===== src/shared/dpd_pkg.sv =====
// constants for the dual pll divider configuration block
// Function
// RULE1: main feedback divide 1..4095, default 3072
// RULE2: aux feedback divide 4..511, default 96
// RULE3: aux divider power-down bit disables it
// RULE4: feedback phase code places lock window
// RULE5: software picks feedback phase by ratio
// RULE6: pre-divider phase code places lock window
// RULE7: input pre-divide 1..4095, default 3072
// RULE8: second-stage divide 8..511, default 24
// RULE9: second-stage prediv 1..63, zero bypasses
// RULE10: doubler selects doubled path, ignores prediv
// RULE11: oscillator select zero; one is forbidden
// RULE12: feedback bypass multiplies main by aux
// RULE13: first-stage bypass disables first pll
// RULE14: dividers pulse once per N input cycles
// RULE15: software writes both ratio bytes first
package dpd_pkg;
  // =====================================================
  // register offsets
  localparam logic [7:0] ADDR_FB_HI = 8'h00;
  localparam logic [7:0] ADDR_FB_LO = 8'h01;
  localparam logic [7:0] ADDR_AUX_LO = 8'h02;
  localparam logic [7:0] ADDR_AUX_TOP = 8'h03;
  localparam logic [7:0] ADDR_IN_HI = 8'h04;
  localparam logic [7:0] ADDR_IN_LO = 8'h05;
  localparam logic [7:0] ADDR_SS_TOP = 8'h08;
  localparam logic [7:0] ADDR_SS_LO = 8'h09;
  localparam logic [7:0] ADDR_DBL = 8'h0C;
  localparam logic [7:0] ADDR_OSC = 8'h1F;
  // =====================================================
  // field positions
  localparam int PHASE_LSB = 5;
  localparam int PD_AUX_BIT = 4;
  localparam int AUX_TOP_BIT = 7;
  localparam int FB_BYP_BIT = 0;
  localparam int DBL_BIT = 7;
  localparam int SS_TOP_BIT = 0;
  localparam int OSC_BIT = 0;
  // =====================================================
  // reset values
  localparam logic [11:0] MAIN_FB_RST = 12'hC00;
  localparam logic [8:0] AUX_FB_RST = 9'h060;
  localparam logic [11:0] IN_DIV_RST = 12'hC00;
  localparam logic [8:0] SS_RATIO_RST = 9'h018;
  localparam logic [5:0] SS_PREDIV_RST = 6'h00;
  localparam logic [2:0] PHASE_RST = 3'h0;
  // =====================================================
  // reserved-bit read masks
  localparam logic [7:0] MASK_IN_HI = 8'hEF;
  localparam logic [7:0] MASK_DBL = 8'hBF;
endpackage


===== src/design/dpd_divider.sv =====
// programmable integer divider with one-cycle output pulse
module dpd_divider #(
  parameter int WIDTH = 12
) (
  input wire logic clk_sys, // block clock
  input wire logic rst_b, // sync reset, active low
  input wire logic clk_en, // input clock edge enable
  input wire logic run, // divider enabled
  input wire logic [WIDTH-1:0] ratio, // divide ratio n
  output logic pulse // one pulse per n enables
);
  logic [WIDTH-1:0] count;
  logic [WIDTH-1:0] next_count;
  logic next_pulse;

  // =====================================================
  // counter
  always_comb
  begin
    next_count = count;
    next_pulse = 1'b0;
    if (!run)
    begin
      next_count = '0;
    end
    else if (clk_en)
    begin
      // ratio read live; a change applies to the count already in progress
      if ((count + 1'b1) >= ratio) // [RULE14]
      begin
        next_count = '0;
        next_pulse = 1'b1;
      end
      else
      begin
        next_count = WIDTH'(count + 1'b1);
      end
    end
  end

  always_ff @(posedge clk_sys)
  begin
    if (!rst_b)
    begin
      count <= '0;
      pulse <= 1'b0;
    end
    else
    begin
      count <= next_count;
      pulse <= next_pulse;
    end
  end
endmodule


===== src/design/dpd_top.sv =====
// register bank and divider chain of the two-stage clock synthesizer
module dpd_top (
  input wire logic clk_sys, // block clock, 40 MHz
  input wire logic rst_b, // sync reset, active low
  input wire logic wr_en, // config port write strobe
  input wire logic rd_en, // config port read strobe
  input wire logic [7:0] addr, // config register address
  input wire logic [7:0] wdata, // config write data
  output logic [7:0] rdata, // config read data
  input wire logic ref_en, // reference clock edge enable
  input wire logic vcxo_en, // vcxo clock edge enable
  input wire logic vco_en, // vco clock edge enable
  output logic ref_div_pulse, // reference pre-divider output
  output logic fb_div_pulse, // first-stage feedback output
  output logic aux_div_pulse, // aux feedback divider output
  output logic ss_in_pulse, // second-stage input clock pulse
  output logic ss_fb_pulse, // second-stage divider output
  output logic [2:0] feedback_phase_sel, // lock window phase
  output logic [2:0] input_prediv_phase_sel, // lock window phase
  output logic first_stage_pll_en, // first pll active
  output logic oscillator_select // vco choice
);
  import dpd_pkg::*;

  logic [11:0] main_feedback_ratio, next_main;
  logic [8:0] aux_feedback_ratio, next_aux;
  logic aux_feedback_powerdown, next_pd;
  logic feedback_bypass, next_fbyp;
  logic [11:0] input_prediv_ratio, next_in;
  logic [8:0] second_stage_ratio, next_ss;
  logic [5:0] second_stage_prediv, next_pf;
  logic freq_doubler_sel, next_dbl;
  logic osc_sel_q, next_osc;
  logic first_stage_bypass;
  logic [2:0] fb_phase_q, next_fbph;
  logic [2:0] in_phase_q, next_inph;
  logic [7:0] next_rdata;
  logic main_pulse, aux_pulse, in_pulse, pf_pulse, ss_pulse;
  logic fb_pulse_c, ss_src, dbl_pulse, next_ss_in, next_fb;
  logic vcxo_half;

  // first-stage bypass lives outside this register bank; held off
  assign first_stage_bypass = 1'b0;

  // =====================================================
  // register writes
  always_comb
  begin
    next_main = main_feedback_ratio;
    next_aux = aux_feedback_ratio;
    next_pd = aux_feedback_powerdown;
    next_fbyp = feedback_bypass;
    next_in = input_prediv_ratio;
    next_ss = second_stage_ratio;
    next_pf = second_stage_prediv;
    next_dbl = freq_doubler_sel;
    next_osc = osc_sel_q;
    next_fbph = fb_phase_q;
    next_inph = in_phase_q;
    if (wr_en)
    begin
      unique case (addr)
        ADDR_FB_HI:
        begin
          next_fbph = wdata[PHASE_LSB+:3]; // [RULE4]
          next_pd = wdata[PD_AUX_BIT]; // [RULE3]
          next_main[11:8] = wdata[3:0]; // [RULE1]
        end
        ADDR_FB_LO: next_main[7:0] = wdata; // [RULE1]
        ADDR_AUX_LO: next_aux[7:0] = wdata; // [RULE2]
        ADDR_AUX_TOP:
        begin
          next_aux[8] = wdata[AUX_TOP_BIT]; // [RULE2]
          next_fbyp = wdata[FB_BYP_BIT]; // [RULE12]
        end
        ADDR_IN_HI:
        begin
          next_inph = wdata[PHASE_LSB+:3]; // [RULE6]
          next_in[11:8] = wdata[3:0]; // [RULE7]
        end
        ADDR_IN_LO: next_in[7:0] = wdata; // [RULE7]
        ADDR_SS_TOP: next_ss[8] = wdata[SS_TOP_BIT]; // [RULE8]
        ADDR_SS_LO: next_ss[7:0] = wdata; // [RULE8]
        ADDR_DBL:
        begin
          next_dbl = wdata[DBL_BIT]; // [RULE10]
          next_pf = wdata[5:0]; // [RULE9]
        end
        // forbidden value still stored; software keeps it zero
        ADDR_OSC: next_osc = wdata[OSC_BIT]; // [RULE11]
        default: next_osc = osc_sel_q;
      endcase
    end
  end

  always_ff @(posedge clk_sys)
  begin
    if (!rst_b)
    begin
      main_feedback_ratio <= MAIN_FB_RST;
      aux_feedback_ratio <= AUX_FB_RST;
      aux_feedback_powerdown <= 1'b0;
      feedback_bypass <= 1'b0;
      input_prediv_ratio <= IN_DIV_RST;
      second_stage_ratio <= SS_RATIO_RST;
      second_stage_prediv <= SS_PREDIV_RST;
      freq_doubler_sel <= 1'b0;
      osc_sel_q <= 1'b0;
      fb_phase_q <= PHASE_RST;
      in_phase_q <= PHASE_RST;
    end
    else
    begin
      main_feedback_ratio <= next_main;
      aux_feedback_ratio <= next_aux;
      aux_feedback_powerdown <= next_pd;
      feedback_bypass <= next_fbyp;
      input_prediv_ratio <= next_in;
      second_stage_ratio <= next_ss;
      second_stage_prediv <= next_pf;
      freq_doubler_sel <= next_dbl;
      osc_sel_q <= next_osc;
      fb_phase_q <= next_fbph;
      in_phase_q <= next_inph;
    end
  end

  // =====================================================
  // register reads, reserved bits zero
  always_comb
  begin
    next_rdata = 8'h00;
    if (rd_en)
    begin
      unique case (addr)
        ADDR_FB_HI: next_rdata = {fb_phase_q, aux_feedback_powerdown,
          main_feedback_ratio[11:8]};
        ADDR_FB_LO: next_rdata = main_feedback_ratio[7:0];
        ADDR_AUX_LO: next_rdata = aux_feedback_ratio[7:0];
        ADDR_AUX_TOP: next_rdata = {aux_feedback_ratio[8], 6'h00,
          feedback_bypass};
        ADDR_IN_HI: next_rdata = {in_phase_q, 1'b0,
          input_prediv_ratio[11:8]} & MASK_IN_HI;
        ADDR_IN_LO: next_rdata = input_prediv_ratio[7:0];
        ADDR_SS_TOP: next_rdata = {7'h00, second_stage_ratio[8]};
        ADDR_SS_LO: next_rdata = second_stage_ratio[7:0];
        ADDR_DBL: next_rdata = {freq_doubler_sel, 1'b0,
          second_stage_prediv} & MASK_DBL;
        ADDR_OSC: next_rdata = {7'h00, osc_sel_q};
        default: next_rdata = 8'h00;
      endcase
    end
  end

  // =====================================================
  // divider chain
  dpd_divider #(.WIDTH(12)) u_in_div (
    .clk_sys(clk_sys), .rst_b(rst_b), .clk_en(ref_en),
    .run(!first_stage_bypass), .ratio(input_prediv_ratio), // [RULE7]
    .pulse(in_pulse));

  dpd_divider #(.WIDTH(12)) u_main_div (
    .clk_sys(clk_sys), .rst_b(rst_b), .clk_en(vcxo_en),
    .run(!first_stage_bypass), .ratio(main_feedback_ratio), // [RULE1]
    .pulse(main_pulse));

  // aux counts main pulses so bypass gives main times aux
  dpd_divider #(.WIDTH(9)) u_aux_div (
    .clk_sys(clk_sys), .rst_b(rst_b), .clk_en(main_pulse),
    .run(!aux_feedback_powerdown), // [RULE3]
    .ratio(aux_feedback_ratio), .pulse(aux_pulse)); // [RULE2]

  dpd_divider #(.WIDTH(6)) u_pf_div (
    .clk_sys(clk_sys), .rst_b(rst_b), .clk_en(vcxo_en),
    .run(second_stage_prediv != 6'h00),
    .ratio(second_stage_prediv), .pulse(pf_pulse)); // [RULE9]

  dpd_divider #(.WIDTH(9)) u_ss_div (
    .clk_sys(clk_sys), .rst_b(rst_b), .clk_en(vco_en),
    .run(1'b1), .ratio(second_stage_ratio), // [RULE8]
    .pulse(ss_pulse));

  // effective feedback ratio selection
  assign fb_pulse_c = feedback_bypass ? aux_pulse : main_pulse; // [RULE12]

  // doubler modelled as a pulse on both vcxo half cycles
  assign dbl_pulse = vcxo_en | vcxo_half;
  // bypassed prediv passes the vcxo clock straight through
  assign ss_src = freq_doubler_sel ? dbl_pulse : // [RULE10]
    ((second_stage_prediv == 6'h00) ? vcxo_en : pf_pulse); // [RULE9]
  assign next_ss_in = ss_src;
  assign next_fb = fb_pulse_c & !first_stage_bypass; // [RULE13]

  always_ff @(posedge clk_sys)
  begin
    if (!rst_b)
    begin
      vcxo_half <= 1'b0;
      rdata <= 8'h00;
      ref_div_pulse <= 1'b0;
      fb_div_pulse <= 1'b0;
      aux_div_pulse <= 1'b0;
      ss_in_pulse <= 1'b0;
      ss_fb_pulse <= 1'b0;
      feedback_phase_sel <= PHASE_RST;
      input_prediv_phase_sel <= PHASE_RST;
      first_stage_pll_en <= 1'b0;
      oscillator_select <= 1'b0;
    end
    else
    begin
      vcxo_half <= vcxo_en;
      rdata <= next_rdata;
      ref_div_pulse <= in_pulse;
      fb_div_pulse <= next_fb;
      aux_div_pulse <= aux_pulse;
      ss_in_pulse <= next_ss_in;
      ss_fb_pulse <= ss_pulse;
      feedback_phase_sel <= fb_phase_q; // [RULE4]
      input_prediv_phase_sel <= in_phase_q; // [RULE6]
      first_stage_pll_en <= !first_stage_bypass; // [RULE13]
      oscillator_select <= osc_sel_q; // [RULE11]
    end
  end
endmodule


===== config.mk =====
export PLATFORM = sky130hd
export DESIGN_NAME = dpd_top
export DESIGN_NICKNAME = d
export VERILOG_FILES = /design/src/shared/dpd_pkg.sv /design/src/design/dpd_divider.sv /design/src/design/dpd_top.sv
export SDC_FILE = /design/constraint.sdc
export NUM_CORES = 1
export LEC_CHECK = 0
export BUFFER_PORTS_ARGS = -buffer_cell sky130_fd_sc_hd__buf_2
export CAP_MARGIN = 20
export CORE_ASPECT_RATIO = 0.5
export CORE_UTILIZATION = 61
export DETAILED_ROUTE_END_ITERATION = 8
export PLACE_DENSITY_LB_ADDON = 0.3
export SYNTH_ARGS = -nofsm -noshare
export SYNTH_HDL_FRONTEND = slang
export SYNTH_HIERARCHICAL = 1
export SYNTH_SLANG_ARGS = --single-unit

===== constraint.sdc =====
create_clock -name clk_sys -period 4.3 [get_ports clk_sys]
set_clock_uncertainty 0.05 [all_clocks]
set_input_delay 0.645 -clock clk_sys [delete_from_list [all_inputs] [get_ports clk_sys]]
set_output_delay 0.645 -clock clk_sys [all_outputs]
set_load 0.01 [all_outputs]

==> results.yml, run 1 <==
synthesis:
  synth_seq_cells: 133
  synth.top_cells.by_area: "dfxtp_1, ha_1, mux2i_1, nor2b_1, nand3_1"
  synth_area_um2: 7488
  avgSynthCellArea_um2: 9.245
  synth_edf_count: 0
  seq_area_frac_synth_pct: 35.56
  synthCells: 810
  ys_types: 66
  synth_top_area_share_pct: 35.56
  yosysTopAreaCell: "dfxtp_1"
  ys_warn_count: 6
  synthFlopType: "dfxtp_1"
  synthArstFlopShare_pct: 0
critical_path:
  crit_required_ps: 4550
  worstPathMaxFanout: 8
  criticalPathCategory: "reg -> reg"
  cp.arrival_ps: 3530
  cp-end-kind: "flip-flop"
  crit_path_start_kind: "flip-flop"
power:
  sequentialPowerShare_pct: 41.7
  p_clk_share_pct: 54.2
  p_sw_mw: 0.6381
  p_leak_nw: 3.556
  swShare_pct: 21.46
  peakVddDrop_mv: 0.2381
  p_int_mw: 2.335
  power_density_nw_per_um2: 352.5
  p_comb_share_pct: 4.1
layout:
  drive_gt1_share_pct: 12.27
  syn_to_final_growth_pct: 12.63
  diodes: 0
  final_nets: 919
sta:
  finalCritPeriodShare_pct: 76.32
  setup_violations: 0
  drv_slew: 0
  rsz0062_at_grt: "false"
  tightest_slew_ps: 768.2
  hold_viol: 0
  fin_crit_ps: 3282
  max_clock_freq_mhz: 304.7
  finalSetupTns_ps: 0
  whs_ps: 388.2
  slew_headroom_pct: 48.69
floorplan:
  die-width_um: 158.7
  ios: 44
  rows: 28
  start_util_pct: 63.05
  core-area_um2: 11880
  die_y_um: 80.35
  die-area_um2: 12750
drt:
  via_count: 6026
  drc: 2
  drt_iter0_markers: 512
  wl_um: 17620
  ant_nets: 0
  avgRoutedWirePerCell_um: 17.26
  firstDrtPassIters: 7
  avgViaCountPerCell: 5.902
run_status:
  status: "complete, but fails checks"
  violations: "design-rule violations"
global_routing:
  grt_max_degree: 47
  grt.total_usage_pct: 29.25
  grt_antenna_before_repair: 0
  grt-ovfl-total: 0
  grt_pass1_vias: 5620
  grt_pass1_wl_um: 28630
clocking:
  cts_buffers: 17
  numClockSinks: 133
  htreeDepth: 4
  cts_setup_buffers: 0
  cts_root_buf: "clkbuf_16"
  cts_resized: 0
  clock_latency_ps: 410
  hold_buffers: 0
  cts.clk_slew.worst_paths_ps: 60
  clockBufferDepth: 2
  cts_tree: "built"
flow_run:
  cap_violations: 0
placement:
  gp_congestion: 0.8935
  post-dp-hpwl_um: 11970
  portBuffers: 43
hold_path:
  holdCritPathClass: "reg -> reg"
## kinds of logic (layout without fill, tap and decap cells)
logic type	count (synthesis)	in the layout	share of synthesized area, %
AOI/OAI and AO/OA	136	136	12.66
xor gates and xnor gates	38	38	5.046
adders and majority gates	53	53	8.856
buffers and inverters	90	132	5.062
DFF	133	133	35.56
muxes	71	71	9.958
other	1	5	0.05008
and+or+nand+nor	288	288	22.81
## final timing paths
check                       from                  end  slack, ps  cells after the start
max          u_main_div/count[0]  u_main_div/count[0]       1020                     10
min               u_in_div/pulse        ref_div_pulse        390                      1
max reg2reg  u_main_div/count[0]  u_main_div/count[0]       1020                     10
min reg2reg       u_in_div/pulse        ref_div_pulse        390                      1
## synthesized netlist by cell type (4+ instances only)
library cell / number
a21oi_1: 44
o2bb2ai_1: 5
a21o_1: 7
nand3b_1: 10
nor2_1: 28
a22o_1: 16
nor3b_1: 6
mux2i_1: 61
and3_1: 7
o211ai_1: 5
nand2_1: 38
o21ai_0: 9
o21ai_1: 5
nand2b_1: 30
dfxtp_1: 133
mux2_1: 8
xor2_1: 13
nand3_1: 46
or2b_1: 4
ha_1: 53
a211o_1: 4
nor2b_1: 50
inv_1: 54
xnor2_1: 19
clkbuf_1: 17
buf_2: 15
nand4_1: 21
a21boi_1: 6
a31oi_1: 6
xnor2_2: 6
and2_1: 12
and4_1: 5
a32oi_1: 5
nor3_1: 7
## worst max-delay path, cell delays in order (launching register included)
cell and delay [ps]:
dfxtp_1 420, ha_1 250, nand3_1 220, or4_1 550
xnor2_1 170, ha_1 310, nand4_1 130, nor3_1 300
a221o_1 340, nor3_4 110, mux2_1 310
## area by class of cell
type	count	area (µm²)
Clock inverter	13	203.9
Timing Repair Buffer	46	237.7
Fill cell	876	3442
Inverter	54	202.7
Tap cell	165	206.4
Clock buffer	19	452.9
Sequential cell	133	2663
Multi-Input combinational cell	591	4468
## placed cells by master (no fill, tap or decap), types with 7 or more instances in the layout
master,netlist,final
clkbuf_16,0,17
and3_1,7,7
a22o_1,16,16
mux2_1,8,8
nand2b_1,30,30
nand3_1,46,46
nor3_1,7,7
nand3b_1,10,10
inv_1,54,54
dfxtp_1,133,133
xnor2_1,19,19
buf_2,15,43
a21oi_1,44,44
nor2b_1,50,50
and2_1,12,12
o21ai_0,9,9
nor2_1,28,28
xor2_1,13,13
mux2i_1,61,61
nand2_1,38,38
a21o_1,7,7
nand4_1,21,21
ha_1,53,53
## registers in the layout, indices dropped and copies added, names as in the netlist, 9 cells and up
name	cells
u_main_div/count	12
u_in_div/count	12
main_feedback_ratio	12
u_aux_div/count	9
u_ss_div/count	9
aux_feedback_ratio	9
second_stage_ratio	9
input_prediv_ratio	12
## per-layer routing
metal | wire, µm | track usage [%]
met1 | 8399 | 41.47
met2 | 7636 | 43.64
met3 | 1216 | 5.990
met4 | 370 | 10.38
met5 | 0 | 0
## power groups by stage
stage	Clock, mW	Sequential, mW	Combinational (mW)
floorplan	0	1.27	0.0757
global placement	0	1.27	0.115
finish	1.61	1.24	0.121
detailed placement	0	1.27	0.117
global route	1.68	1.24	0.129
CTS	1.62	1.24	0.119
## per-stage QoR
stage                     instances  worst slack (ps)  cell area, µm²  power, mW  util, %
after floorplan                 814              1436            7503      1.342        -
after global placement          989              1257            7777      1.382    65.49
after detailed placement        989              1091            7777      1.385    65.49
after CTS                      1021              1077            8434      2.980    71.02
after global routing           1021             813.0            8434      3.048    71.02
final                          1021              1018            8434      2.973    71.02
(Power assumes the default switching activity.)
==> run 2: changes to the inputs <==
--- a/config.mk
+++ b/config.mk
@@ -8,7 +8,7 @@
 export BUFFER_PORTS_ARGS = -buffer_cell sky130_fd_sc_hd__buf_2
 export CAP_MARGIN = 20
 export CORE_ASPECT_RATIO = 0.5
-export CORE_UTILIZATION = 61
+export CORE_UTILIZATION = 56
 export DETAILED_ROUTE_END_ITERATION = 8
 export PLACE_DENSITY_LB_ADDON = 0.3
 export SYNTH_ARGS = -nofsm -noshare
==> constraint.sdc (replaced) <==
create_clock -name clk_sys -period 3 [get_ports clk_sys]
set_clock_uncertainty 0.05 [all_clocks]
set_input_delay 0.45 -clock clk_sys [delete_from_list [all_inputs] [get_ports clk_sys]]
set_output_delay 0.45 -clock clk_sys [all_outputs]
set_load 0.01 [all_outputs]
==> results.yml, run 2 (synthesized netlist as in run 1, its figures left out) <==
clocking:
  cts.clk_slew.worst_paths_ps: 60
  clockBufferDepth: 2
  htreeDepth: 4
  cts_buffers: 17
  numClockSinks: 133
  clock_latency_ps: 410
  cts_root_buf: "clkbuf_16"
  cts_tree: "built"
placement:
  pre_cts_ws_ps: -29.68
  gp_congestion: 0.8747
  post-dp-hpwl_um: 12200
  portBuffers: 43
sta:
  slew_headroom_pct: 50.09
  finalCritPeriodShare_pct: 99.41
  max_clock_freq_mhz: 335.3
  tightest_slew_ps: 745.8
  finalSetupTns_ps: 0
  whs_ps: 329.1
  drv_slew: 0
  fin_crit_ps: 2982
  hold_viol: 0
  final_critical_path_setup_slack_ps: 17.64
  setup_violations: 0
floorplan:
  ios: 44
  core-area_um2: 12840
  die-width_um: 165.5
  die_y_um: 83.77
  rows: 29
  die-area_um2: 13870
  start_util_pct: 58.30
critical_path:
  crit_path_start_kind: "flip-flop"
  path_cells: "buf_4 -> nand4_1 -> nor3_2 -> nand3_1 -> xnor2_1 -> ha_1 -> nand4_1 -> nor3_2 -> a221o_1 -> nor3_4 -> buf_4 -> mux2_1"
  startpoint: "u_main_div/count[1]"
  critPathMaxStageDelay_ps: 370
  cp.arrival_ps: 3230
  path_delay_family: "simple AND/OR/NAND/NOR gates"
  crit_required_ps: 3240
  slowest_stage: "dfxtp_4"
  criticalPathCategory: "reg -> reg"
  cp.buffers_inverters: 2
  r2r_slack_ps: 20
  regToRegStartpoint: "u_main_div/count[1]"
  worstPathMaxFanout: 5
  cp-end-kind: "flip-flop"
layout:
  final_common_cell: "dfxtp_1"
  layout.cells.most_common_list: "dfxtp_1, mux2i_1, inv_1"
  fillCellCount: 1010
  diodes: 0
  drive_gt1_share_pct: 17.59
  final_nets: 944
  syn_to_final_growth_pct: 16.34
power:
  power_density_nw_per_um2: 462.2
  peakVddDrop_mv: 0.3343
  total_power_mw: 4.027
  p_leak_nw: 3.704
drt:
  avgViaCountPerCell: 5.838
  drt_iter0_markers: 458
  firstDrtPassIters: 7
  avgRoutedWirePerCell_um: 17.04
  ant_nets: 0
  via_count: 6136
  drc: 6
  wl_um: 17910
global_routing:
  grt_antenna_before_repair: 1
  grt_pass1_vias: 5802
  grt_max_degree: 40
  grt_pass1_wl_um: 28840
  grt-ovfl-total: 0
  grt.total_usage_pct: 26.61
run_status:
  violations: "design-rule violations"
  status: "complete, but fails checks"
hold_path:
  worst_hold_startpoint: "ref_en"
  holdCritPathClass: "in -> reg"
flow_run:
  cap_violations: 0
-- run 2: tightest hold or removal path: stages --
cell and delay (ps):
buf_2 120, nand2b_1 110, a21oi_1 60
-- run 2: final cells by class --
type,instances,area [µm²],area share (%)
Multi-Input combinational cell,591,4591,52.69
Clock inverter,14,152.6,1.752
Inverter,54,202.7,2.327
Sequential cell,133,2681,30.78
Clock buffer,18,439.2,5.041
Timing Repair Buffer,71,432.9,4.969
Tap cell,170,212.7,2.441
-- run 2: repair_timing --
item / CTS / global route
hold buffers: 0 / 0
pin swaps: 4 / 16
setup endpoints to repair: 16 / 26
buffers inserted: 6 / 6
resized for setup: 4 / 30
-- run 2: final timing paths --
check                                            to  cells after the start
worst min register to register          ss_fb_pulse                      1
worst min-delay path              u_in_div/count[4]                      3
worst max register to register  u_main_div/count[0]                     12
worst max-delay path            u_main_div/count[0]                     12
-- run 2: routing by layer --
layer  up-vias  GRT usage [%]  wire, µm
li1       2997              -         -
met3        27          6.309      1111
met2       199          40.76      8096
met1      2911          37.13      8430
met4         2          7.521       260
met5         -              0        13
-- run 2: per-stage QoR --
| step | area (µm²) | util (%) | cells |
|---|---|---|---|
| final | 8712 | 67.83 | 1051 |
| after global routing | 8712 | 67.83 | 1051 |
| after global placement | 7881 | 61.36 | 1007 |
| after floorplan | 7503 | - | 814 |
| after detailed placement | 7881 | 61.36 | 1007 |
| after CTS | 8532 | 66.42 | 1045 |
-- run 2: power by group --
part / internal, mW / switching, mW / total, mW
sequential: 1.77 / 0.00544 / 1.78
clock: 1.25 / 0.816 / 2.07
combinational: 0.0667 / 0.117 / 0.184
